`src/hw/scpu_pkg.sv`:
```
// Constants and carrier types for the strap and configuration port block
package scpu_pkg;

  // Configuration register indices
  localparam logic [7:0] IDX_UNIT_SEL = 8'h07;  // Logical unit select
  localparam logic [7:0] IDX_ID_HI    = 8'h20;  // Identity high byte
  localparam logic [7:0] IDX_ID_LO    = 8'h21;  // Identity low byte
  localparam logic [7:0] IDX_CLK_SEL  = 8'h25;  // Input clock select
  localparam logic [7:0] IDX_ACTIVATE = 8'h30;  // Unit activate
  localparam logic [7:0] IDX_BASE_HI  = 8'h60;  // I/O base upper byte
  localparam logic [7:0] IDX_BASE_LO  = 8'h61;  // I/O base lower byte
  localparam logic [7:0] IDX_IRQ_SEL  = 8'h70;  // Interrupt line select
  localparam logic [7:0] IDX_QMODE    = 8'hf6;  // Queue mode select

  // Port pair addresses
  localparam logic [15:0] PORT_IDX_HIGH  = 16'h002e;  // Strap high, index
  localparam logic [15:0] PORT_DATA_HIGH = 16'h002f;  // Strap high, data
  localparam logic [15:0] PORT_IDX_LOW   = 16'h004e;  // Strap low, index
  localparam logic [15:0] PORT_DATA_LOW  = 16'h004f;  // Strap low, data

  // Entry keys by key straps {hi, lo}, and the lock code
  localparam logic [7:0] KEY_00    = 8'h77;
  localparam logic [7:0] KEY_01    = 8'ha0;
  localparam logic [7:0] KEY_10    = 8'h87;
  localparam logic [7:0] KEY_11    = 8'h67;
  localparam logic [7:0] LOCK_CODE = 8'haa;

  // Register values
  localparam logic [7:0] CLK_SEL_24   = 8'h00;  // 24 MHz input clock
  localparam logic [7:0] CLK_SEL_48   = 8'h01;  // 48 MHz input clock
  localparam logic [7:0] QMODE_DEEP   = 8'h03;  // 128-byte queues
  localparam logic [7:0] QMODE_SHALLOW = 8'h00; // 16-byte queues
  localparam logic [7:0] REG_ZERO     = 8'h00;
  localparam logic [7:0] UNIT_ON      = 8'h01;  // Activate value
  localparam logic [7:0] BUS_FLOAT    = 8'hff;  // Read while the mode is closed

  // Logical units and their slots
  localparam int         NUM_UNITS = 5;
  localparam logic [7:0] LUN_WDT   = 8'h08;   // Watchdog unit number
  localparam logic [2:0] SLOT_CH1  = 3'h0;
  localparam logic [2:0] SLOT_CH2  = 3'h1;
  localparam logic [2:0] SLOT_CH3  = 3'h2;
  localparam logic [2:0] SLOT_CH4  = 3'h3;
  localparam logic [2:0] SLOT_WDT  = 3'h4;

  // Strap presets
  localparam logic [7:0] BHI_CH1 = 8'h03;
  localparam logic [7:0] BHI_CH2 = 8'h02;
  localparam logic [7:0] BHI_CH3 = 8'h03;
  localparam logic [7:0] BHI_CH4 = 8'h02;
  localparam logic [7:0] BHI_WDT = 8'h04;
  localparam logic [7:0] BLO_MAIN = 8'hf8;   // Channels 1 and 2 main base
  localparam logic [7:0] BLO_ALT  = 8'he0;   // Channels 1 and 2 alt base
  localparam logic [7:0] BLO_EIGHT = 8'he8;  // Channels 3 and 4
  localparam logic [7:0] BLO_WDT  = 8'h42;
  localparam logic [7:0] IRQ_CH1 = 8'h03;
  localparam logic [7:0] IRQ_CH2 = 8'h04;
  localparam logic [7:0] IRQ_CH3 = 8'h05;
  localparam logic [7:0] IRQ_CH4 = 8'h09;
  localparam logic [7:0] IRQ_WDT = 8'h00;

  // Sampled strap levels
  typedef struct packed {
    logic chan1_main_base_strap;
    logic chan1_alt_base_strap;
    logic chan2_main_base_strap;
    logic chan2_alt_base_strap;
    logic chan3_default_strap;
    logic chan4_default_strap;
    logic watchdog_enable_strap;
    logic config_port_address_strap;
    logic unlock_key_strap_hi;
    logic unlock_key_strap_lo;
  } scpu_strap_t;

  // One host I/O cycle
  typedef struct packed {
    logic        wr;
    logic        rd;
    logic [15:0] addr;
    logic [7:0]  wdata;
  } scpu_io_req_t;

  // Per-unit configuration seen by the unit
  typedef struct packed {
    logic        active;
    logic [15:0] base;
    logic [7:0]  irq_sel;
    logic        deep_queue;
  } scpu_unit_cfg_t;

endpackage

```
`src/hw/scpu_key_detect.sv`:
```
// Entry key detector and configuration mode flag
`timescale 1ns/100ps
module scpu_key_detect
  import scpu_pkg::*;
(
  input  wire logic       core_clk,
  input  wire logic       nrst,
  input  wire logic       clk_en,
  input  wire logic       idx_wr,
  input  wire logic [7:0] wdata,
  input  wire logic [7:0] key,
  output logic            cfg_open
);

  logic armed_q;  // First key write seen
  logic open_q;   // Configuration mode open
  logic key_hit;  // Key value written to the index port

  // Key sequence and lock code handling
  always_ff @(posedge core_clk)
  begin
    if (!nrst)
    begin
      armed_q <= 1'b0;
      open_q  <= 1'b0;
    end
    else if (clk_en && idx_wr)
    begin
      if (open_q)
      begin
        // Lock code closes the mode
        if (wdata == LOCK_CODE)
          open_q <= 1'b0;
      end
      else if (wdata == key)
      begin
        // Second consecutive key opens
        open_q  <= armed_q;
        armed_q <= !armed_q;
      end
      else
        armed_q <= 1'b0;
    end
  end

  assign cfg_open = open_q;

  // Helper for the history check below
  assign key_hit = clk_en && idx_wr && (wdata == key);
endmodule

```
`src/hw/scpu_top.sv`:
```
// Strap sampling and keyed index/data configuration register bank
`timescale 1ns/100ps
module scpu_top
  import scpu_pkg::*;
#(
  parameter logic [7:0] ID_HI = 8'h5a,  // Arbitrary identity value
  parameter logic [7:0] ID_LO = 8'hc3   // Arbitrary identity value
)
(
  input  wire logic                  core_clk,
  input  wire logic                  nrst,
  input  wire logic                  clk_en,
  input  wire scpu_pkg::scpu_strap_t straps,
  input  wire scpu_pkg::scpu_io_req_t io_req,
  output logic [7:0]                 io_rdata,
  output logic                       io_rd_valid,
  output logic                       cfg_open,
  output logic                       clk_48m_sel,
  output scpu_pkg::scpu_unit_cfg_t [scpu_pkg::NUM_UNITS-1:0] unit_cfg
);
  import scpu_pkg::*;

  // Sampled straps and registers
  scpu_strap_t strap_q;            // Levels caught during reset
  logic [7:0]  index_q;            // Selected register index
  logic [7:0]  unit_sel_q;         // Logical unit select
  logic [7:0]  clk_sel_q;          // Input clock select
  logic [7:0]  rdata_q;            // Read answer
  logic        rd_valid_q;         // Read answer strobe
  logic [7:0]  act_q   [NUM_UNITS];  // Unit activate
  logic [7:0]  bhi_q   [NUM_UNITS];  // Base upper byte
  logic [7:0]  blo_q   [NUM_UNITS];  // Base lower byte
  logic [7:0]  irq_q   [NUM_UNITS];  // Interrupt select
  logic [7:0]  qmode_q [NUM_UNITS];  // Queue mode

  // Decode
  logic [15:0] idx_port;    // Index port address
  logic [15:0] data_port;   // Data port address
  logic [7:0]  entry_key;   // Key in force
  logic        idx_wr;      // Index port write
  logic        data_wr;     // Data port write, mode open
  logic        port_rd;     // Read of either port
  logic [2:0]  slot;        // Slot of selected unit
  logic        slot_ok;     // Selected unit exists
  logic [7:0]  reg_val;     // Value at current index

  // Presets for one slot: {activate, base hi, base lo, irq}
  function automatic logic [31:0] preset_of(input logic [2:0] s,
                                            input scpu_strap_t p);
    logic [31:0] v;
    v = {REG_ZERO, REG_ZERO, REG_ZERO, REG_ZERO};
    case (s)
      SLOT_CH1:
        if (p.chan1_main_base_strap)
          v = {UNIT_ON, BHI_CH1, BLO_MAIN, IRQ_CH1};
        else if (p.chan1_alt_base_strap)
          v = {UNIT_ON, BHI_CH1, BLO_ALT, IRQ_CH1};
      SLOT_CH2:
        if (p.chan2_main_base_strap)
          v = {UNIT_ON, BHI_CH2, BLO_MAIN, IRQ_CH2};
        else if (p.chan2_alt_base_strap)
          v = {UNIT_ON, BHI_CH2, BLO_ALT, IRQ_CH2};
      SLOT_CH3:
        if (p.chan3_default_strap)
          v = {UNIT_ON, BHI_CH3, BLO_EIGHT, IRQ_CH3};
      SLOT_CH4:
        if (p.chan4_default_strap)
          v = {UNIT_ON, BHI_CH4, BLO_EIGHT, IRQ_CH4};
      SLOT_WDT:
        if (p.watchdog_enable_strap)
          v = {UNIT_ON, BHI_WDT, BLO_WDT, IRQ_WDT};
      default:
        v = {REG_ZERO, REG_ZERO, REG_ZERO, REG_ZERO};
    endcase
    return v;
  endfunction

  // Port pair from the sampled port strap
  always_comb
  begin
    if (strap_q.config_port_address_strap)
    begin
      idx_port  = PORT_IDX_HIGH;
      data_port = PORT_DATA_HIGH;
    end
    else
    begin
      idx_port  = PORT_IDX_LOW;
      data_port = PORT_DATA_LOW;
    end
  end

  // Entry key from the sampled key straps
  always_comb
  begin
    case ({strap_q.unlock_key_strap_hi, strap_q.unlock_key_strap_lo})
      2'b00:   entry_key = KEY_00;
      2'b01:   entry_key = KEY_01;
      2'b10:   entry_key = KEY_10;
      default: entry_key = KEY_11;
    endcase
  end

  // Cycle decode
  assign idx_wr  = io_req.wr && (io_req.addr == idx_port);
  assign data_wr = io_req.wr && (io_req.addr == data_port) && cfg_open;
  assign port_rd = io_req.rd &&
                   ((io_req.addr == idx_port) || (io_req.addr == data_port));

  // Logical unit to slot
  always_comb
  begin
    slot    = unit_sel_q[2:0];
    slot_ok = (unit_sel_q <= {5'h00, SLOT_CH4});
    if (unit_sel_q == LUN_WDT)
    begin
      slot    = SLOT_WDT;
      slot_ok = 1'b1;
    end
  end

  // Mode flag and key detection
  scpu_key_detect scpu_key_detect_inst
  (
    .core_clk (core_clk),
    .nrst     (nrst),
    .clk_en   (clk_en),
    .idx_wr   (idx_wr),
    .wdata    (io_req.wdata),
    .key      (entry_key),
    .cfg_open (cfg_open)
  );

  // Strap capture, repeated every clock edge while reset is held
  always_ff @(posedge core_clk)
  begin
    if (!nrst)
      strap_q <= straps;
  end

  // Index register, only while open
  always_ff @(posedge core_clk)
  begin
    if (!nrst)
      index_q <= REG_ZERO;
    else if (clk_en && idx_wr && cfg_open)
      index_q <= io_req.wdata;
  end

  // Global registers
  always_ff @(posedge core_clk)
  begin
    if (!nrst)
    begin
      unit_sel_q <= REG_ZERO;
      clk_sel_q  <= CLK_SEL_24;
    end
    else if (clk_en && data_wr)
    begin
      // Selected by index
      case (index_q)
        IDX_UNIT_SEL: unit_sel_q <= io_req.wdata;
        IDX_CLK_SEL:  clk_sel_q  <= io_req.wdata;
        default:      ;
      endcase
    end
  end

  // Per-unit registers, preset from straps during reset; queue mode resets to shallow
  for (genvar g = 0; g < NUM_UNITS; g++)
  begin : g_unit
    logic [31:0] pre;  // Preset bundle for this slot
    logic        hit;  // Data write aimed at this slot
    assign pre = preset_of(3'(g), straps);
    assign hit = clk_en && data_wr && slot_ok && (slot == 3'(g));

    always_ff @(posedge core_clk)
    begin
      if (!nrst)
      begin
        act_q[g]   <= pre[31:24];
        bhi_q[g]   <= pre[23:16];
        blo_q[g]   <= pre[15:8];
        irq_q[g]   <= pre[7:0];
        qmode_q[g] <= QMODE_SHALLOW;
      end
      else if (hit)
      begin
        // Software overrides presets
        case (index_q)
          IDX_ACTIVATE: act_q[g]   <= io_req.wdata;
          IDX_BASE_HI:  bhi_q[g]   <= io_req.wdata;
          IDX_BASE_LO:  blo_q[g]   <= io_req.wdata;
          IDX_IRQ_SEL:  irq_q[g]   <= io_req.wdata;
          IDX_QMODE:    qmode_q[g] <= io_req.wdata;
          default:      ;
        endcase
      end
    end

    // Unit view of its configuration
    assign unit_cfg[g].active     = (act_q[g] == UNIT_ON);
    assign unit_cfg[g].base       = {bhi_q[g], blo_q[g]};
    assign unit_cfg[g].irq_sel    = irq_q[g];
    assign unit_cfg[g].deep_queue = (qmode_q[g] == QMODE_DEEP);
  end

  // Selected 48 MHz only on value one; else 24 MHz
  assign clk_48m_sel = (clk_sel_q == CLK_SEL_48);

  // Register value at the current index
  always_comb
  begin
    reg_val = REG_ZERO;
    case (index_q)
      IDX_UNIT_SEL: reg_val = unit_sel_q;
      IDX_ID_HI:    reg_val = ID_HI;
      IDX_ID_LO:    reg_val = ID_LO;
      IDX_CLK_SEL:  reg_val = clk_sel_q;
      IDX_ACTIVATE: reg_val = slot_ok ? act_q[slot] : REG_ZERO;
      IDX_BASE_HI:  reg_val = slot_ok ? bhi_q[slot] : REG_ZERO;
      IDX_BASE_LO:  reg_val = slot_ok ? blo_q[slot] : REG_ZERO;
      IDX_IRQ_SEL:  reg_val = slot_ok ? irq_q[slot] : REG_ZERO;
      IDX_QMODE:    reg_val = slot_ok ? qmode_q[slot] : REG_ZERO;
      default:      reg_val = REG_ZERO;
    endcase
  end

  // Read answer, one cycle after the request
  always_ff @(posedge core_clk)
  begin
    if (!nrst)
    begin
      rdata_q    <= BUS_FLOAT;
      rd_valid_q <= 1'b0;
    end
    else if (clk_en)
    begin
      rd_valid_q <= port_rd;
      if (port_rd)
      begin
        if (!cfg_open)
          rdata_q <= BUS_FLOAT;
        else if (io_req.addr == data_port)
          rdata_q <= reg_val;
        else
          rdata_q <= index_q;
      end
    end
  end

  assign io_rdata    = rdata_q;
  assign io_rd_valid = rd_valid_q;
endmodule

```
`config.mk`:
```
export PLATFORM = sky130hd
export DESIGN_NAME = scpu_top
export DESIGN_NICKNAME = d
export VERILOG_FILES = /design/src/hw/scpu_pkg.sv /design/src/hw/scpu_key_detect.sv /design/src/hw/scpu_top.sv
export SDC_FILE = /design/constraint.sdc
export NUM_CORES = 1
export LEC_CHECK = 0
export ABC_AREA = 1
export BUFFER_PORTS_ARGS = -buffer_cell sky130_fd_sc_hd__buf_2
export CORE_MARGIN = 2
export CORE_UTILIZATION = 50
export DETAILED_ROUTE_END_ITERATION = 6
export PLACE_DENSITY = 0.72
export SLEW_MARGIN = 20
export SYNTH_ARGS = -nofsm -noshare
export SYNTH_HDL_FRONTEND = slang
export SYNTH_SLANG_ARGS = --single-unit
```
`constraint.sdc`:
```
create_clock -name core_clk -period 3 [get_ports core_clk]
set_input_delay 0.15 -clock core_clk [delete_from_list [all_inputs] [get_ports core_clk]]
set_output_delay 0.15 -clock core_clk [all_outputs]
set_load 0.02 [all_outputs]
```
# After elaboration in Yosys (flattened, before gate mapping)
# Memories as Yosys holds them, arrays and structs flattened.
# Index checks and enable logic that the tools add are counted.
# totals
n_memories	5
ram_bits	200
regBits	38
input_bits	39
elab_cells	224
output_inout_bits	141
# mem_list
name	depth	word_bits	rd	rd_clocked_by_memory_dff	write_ports	line_no	rtl
act_q	5	8	6	0	5	scpu_top.sv:30	logic [7:0] act_q [NUM_UNITS];
bhi_q	5	8	6	0	5	scpu_top.sv:31	logic [7:0] bhi_q [NUM_UNITS];
blo_q	5	8	6	0	5	scpu_top.sv:32	logic [7:0] blo_q [NUM_UNITS];
irq_q	5	8	6	0	5	scpu_top.sv:33	logic [7:0] irq_q [NUM_UNITS];
qmode_q	5	8	6	0	5	scpu_top.sv:34	logic [7:0] qmode_q [NUM_UNITS];
# classes
bitwise	26
eq_ne	31
n_reduce_logical	21
order_cmp	1
mux	130
# op_table
op	count
$mux W8	32
$mux W25	7
$mux W1	86
$pmux W8 S9	1
$eq A8 B1 Y1 const B	6
$eq A8 B2 Y1 const B	5
$eq A16 B16 Y1	2
$eq A8 B6 Y1 const B	4
$or A1 B1 Y1	25
$eq A8 B7 Y1 const B	3
$pmux W8 S3	1
$eq A8 B8 Y1 const B	2
$mux W7	2
$logic_and A1 B1 Y1	13
$eq A8 B3 Y1 const B	1
$eq A8 B4 Y1 const B	1
$eq A8 B8 Y1	1
$le A8 B2 Y1 const B	1
$reduce_and A2 Y1	4
$eq A3 B2 Y1 const B	2
$eq A3 B1 Y1 const B	1
$eq A3 B3 Y1 const B	1
$logic_not A3 Y1	1
$mux W3	1
other kinds (6)	6

# Depth between registers and ports, before layout
# depth
word_depth	11
ltp_mapped	17
mapped_depth_nobuf	15

# By module
# Synthesis repeated with hierarchy kept, for this count alone.
# unflattened
cells_unflattened	1449
area_unflattened_um2	12154.2
# modules_own_cells
module	area_per_inst_um2	cells_each	n_inst	seq_area_each_um2
scpu_top	11900.2	1404	1	6756.5
scpu_key_detect	254.0	45	1	40.0

# Worst setup path after synthesis
# No wires, ideal clock.
# synth_timing
path_kind	reg2reg
startpoint	reg unit_sel_q[0]
endpoint	mem qmode_q[0][0], enable pin
stages_incl_launch_ff	11
period_less_slack_ns	2.569
n_path_buf	2
setup_slack_ns	0.431
setup_ns	0.384
t_required_ns	2.616
t_arrival_ns	2.185
cell_sequence	dfxtp_1 > buf_2 > inv_1 > nand2_1 > nor2_1 > nand2_1 > nand2_1 > buf_2 > nor3_2 > inv_1 > o21ai_0
# synth_lines
item	line_no	rtl
start, declared	scpu_top.sv:26	logic [7:0] unit_sel_q;
start signal, assigned	scpu_top.sv:162	IDX_UNIT_SEL: unit_sel_q <= io_req.wdata;
end, declared	scpu_top.sv:34	

==> out/summary.md <==
The chip width works out to 158 um. Before antenna repair, the detailed router went through 5 iterations. The congestion estimate from routability-driven global placement came to 0.949.

The mean area per synthesized cell is 8.53 um^2, and the number of warnings printed during yosys synthesis is 0. Setup total negative slack on the finished layout was measured at 0 ps. 180 I/O pins were placed. Along the worst path, the maximum fanout reaches 9. The number of antenna violations at the first check in global routing was 0.

The initialized floorplan defines 56 standard-cell rows. Among all cell types in the netlist, the one instantiated most often is nor2_1. For the share of power burned in the clock network, the log shows 39.6%. The most area-hungry cell type in the Yosys netlist is edfxtp_1.

After the first detailed-routing iteration, the DRC count stood at 1463. The maximum level of the CTS H-tree is 1. TritonCTS built the clock tree. Critical path start-end classification: register to register. Summed over all nets, the switching power comes to 0.00183 W.

Across the routed clock network, the largest skew measured is 17.2 ps. The actual transition at the worst max-transition pin was 783 ps; the netlist area before placement was 11800 um^2. STA classifies the critical path startpoint as a register. The tools report the final-stage net count as 1641. The tools report the count of final max-slew check failures as 0. The antenna cell count came out at 0. STA puts the critical path data arrival time at 3080 ps. For this block, the via count after detailed routing is 11000. The run gives 0.00553 W as the internal power. The number of nets produced by synthesis came out at 1430. The floorplan step defined a die boundary enclosing 24900 um^2. The die is 158 um tall.

Using the TritonRoute via totals, the vias-per-cell ratio works out to 5.67. In this run, synthesis produced a sequential element count of 238. Compared with the post-synthesis result, the final layout area differs by 20.0%. The total CTS buffers was 25; the headroom to the max-slew limit was 47.5%. For the share of the core filled with cells, the log shows 60.9%. After technology mapping, the gate count stands at 1388. Global routing finished with a remaining overflow of 0. After synthesis, flip-flops and latches occupy 57.4% of the total area. The number of hold violations in the final report was 0.

The fraction of power consumed by combinational cells was 8.3%; the number of violations of the max-capacitance limit was 0. In this run, synthesis inferred 203 flip-flops with an integrated enable. In this run the power density over the cells is 518 nW/um^2. The flow ran to the end, and the final reports show no timing, DRC or antenna violations. The effective utilization at floorplan was 50.7%. The global-route wire length before repair is 57600 um.

The number of hold buffers added after cts was 15; the routed length per placed instance was 20.0 um. Of all flip-flops after synthesis, the portion carrying an async set or reset was 0%. For the worst flop-to-flop path, the logic depth is 11. The overall fraction of global-route tracks in use came out at 31.1%. After synthesis, the cell types taking the most area are edfxtp_1 (51%), nor2_1 (13%), nand2_1 (8.6%), dfxtp_1 (5.9%), o21ai_0 (3.8%). The number of distinct standard cells referenced by the synthesized netlist was 36. The HPWL after detailed placement is 27500 um. The final layout contains routed wiring with a total length of 38800 um.

The min-delay analysis places its worst path in the category input pin to register. Based on the critical path, the design can be clocked at up to 356 MHz. No sink is reached through more buffers than the 3 on the longest clock path.

For the static leakage, the log shows 6.11 nW. At the worst endpoint, the required time is 3280 ps. The cell sitting at the root of the clock tree is a clkbuf_16. The final-report setup violation count was 0; the number of cells traversed by the worst hold path was 5. Total of cells resized after clock tree synthesis: 0.

The number of nets still failing antenna checks after routing is 0, and the via count of the first global-routing pass is 10300. In this run the standard cell core region covers 23300 um^2. The type of destination of the critical path is a register. The clock net in this run drives a total of 238 sinks.

Pin count of the biggest net entering global routing: 39. The post-route minimum period is 2810 ps. Setup repair after global routing left no endpoint under its margin.

For the worst-skew pair, the clock arrives at the later sink with an insertion delay of 540 ps. The clock-pin slew reported for the worst setup and hold paths after clock tree synthesis is 60 ps. Prevailing post-synth register cell: edfxtp_1. The final critical path takes up 93.7% of the cycle.

Per report_power, the sequential group accounts for 52.0% of the total. VDD sags by at most 0.000380 V. In this run the biggest area consumer among cell types represents 51.5% of the synthesized area. The switching fraction of total power is 24.9%, and the post-CTS setup repair buffer count is 0. Counting instances in the post-synthesis netlist gives the leading cell types as nor2_1 (404), nand2_1 (272), edfxtp_1 (203), inv_1 (103), o21ai_0 (90). The count of buffers inserted at the top-level ports is 179. In the final layout, the share of cells above drive strength 1 is 18.4%. The remaining routing DRC violations came out at 0.
==> routing by layer <==
layer  vias up  GRT usage (%)  share of wire, %
li1       5053              -                 -
met3        91           6.21                12
met2       730           48.9                46
met1      5108           42.2                38
met4         0           12.9               3.6
met5         -              0                 0
==> cells by family after synthesis <==
logic type | Yosys count | share of synthesized area, %
xor gates and xnor gates | 2 | 0.148
and+or+nand+nor | 813 | 29.2
adders and majority gates | 3 | 0.317
DFF | 238 | 57.4
AOI/OAI and AO/OA | 153 | 7.20
buffers and inverters | 179 | 5.77
==> power by group through the flow <==
stage	clock network, W	logic, W	registers, W
2_1_floorplan	0	0.000204	0.00398
3_3_place_gp	0	0.000579	0.00390
3_5_place_dp	0	0.000588	0.00390
4_1_cts	0.00292	0.000607	0.00383
5_1_grt	0.00305	0.000654	0.00384
6_report	0.00292	0.000613	0.00383
==> worst paths after layout <==
check        slack [ps]         from           to
max                 190   strap_q[2]  irq_q[2][2]
min                   6   io_req[24]  io_rdata[4]
max reg2reg         190   strap_q[2]  irq_q[2][2]
min reg2reg         460  io_rd_valid  io_rd_valid
==> layout make-up <==
class                           count  area [um^2]
Clock buffer                       36          697
Clock inverter                      9         62.6
Fill cell                        2025         9130
Inverter                          114          428
Multi-Input combinational cell    971         4360
Sequential cell                   238         6800
Tap cell                          319          399
Timing Repair Buffer              249         1460
==> through the flow <==
step | area [um^2] | total power [W] | std cells | hold slack (ps) | setup WS [ps]
global route | 14200 | 0.00754 | 1936 | 51.9 | 20.8
finish | 14200 | 0.00736 | 1936 | 6.12 | 190
CTS | 14200 | 0.00736 | 1936 | 0.578 | 292
floorplan | 11800 | 0.00419 | 1388 | 249 | 431
detailed placement | 13300 | 0.00449 | 1876 | 329 | 245
global placement | 13300 | 0.00448 | 1876 | 328 | 331
==> placed cells by master (no fill, tap or decap), types with 2 or more instances in the layout <==
master         count
xor2_1             2
clkinv_2           2
nor4_1            13
a211oi_1          25
clkbuf_16         25
clkbuf_8           3
buf_2            179
inv_1            103
dlygate4sd3_1     15
nand3_1           30
clkinv_1          14
edfxtp_1         203
o21bai_1           2
nor3_1            11
nor3_2             4
clkbuf_1           8
o21ai_0           90
or2_2              4
nand2_1          272
nor2_2             2
ha_1               3
nor2_1           403
buf_4             55
nand3_2            9
or4_1              4
dfxtp_1           35
nand4_2            7
nand4_1           49
a21oi_1           32
==> state kept, by name, indices dropped and copies added, names as in the netlist <==
signal / cells
io_rdata: 8
io_rd_valid: 1
irq_q: 40
index_q: 8
clk_sel_q: 8
act_q: 40
scpu_key_detect_inst.cfg_open: 1
qmode_q: 40
strap_q: 3
scpu_key_detect_inst.armed_q: 1
blo_q: 40
bhi_q: 40
unit_sel_q: 8
==> critical path, cell delays in order, from the launching register on <==
cell,delay [ps]
edfxtp_1,360
inv_1,70
a21oi_1,60
nor3_1,130
nand2_1,60
nor2_1,250
nand4_2,190
buf_4,210
nor3_2,460
nand3_1,450
nand2_1,180
o21ai_0,110
(Power assumes the default switching activity.)
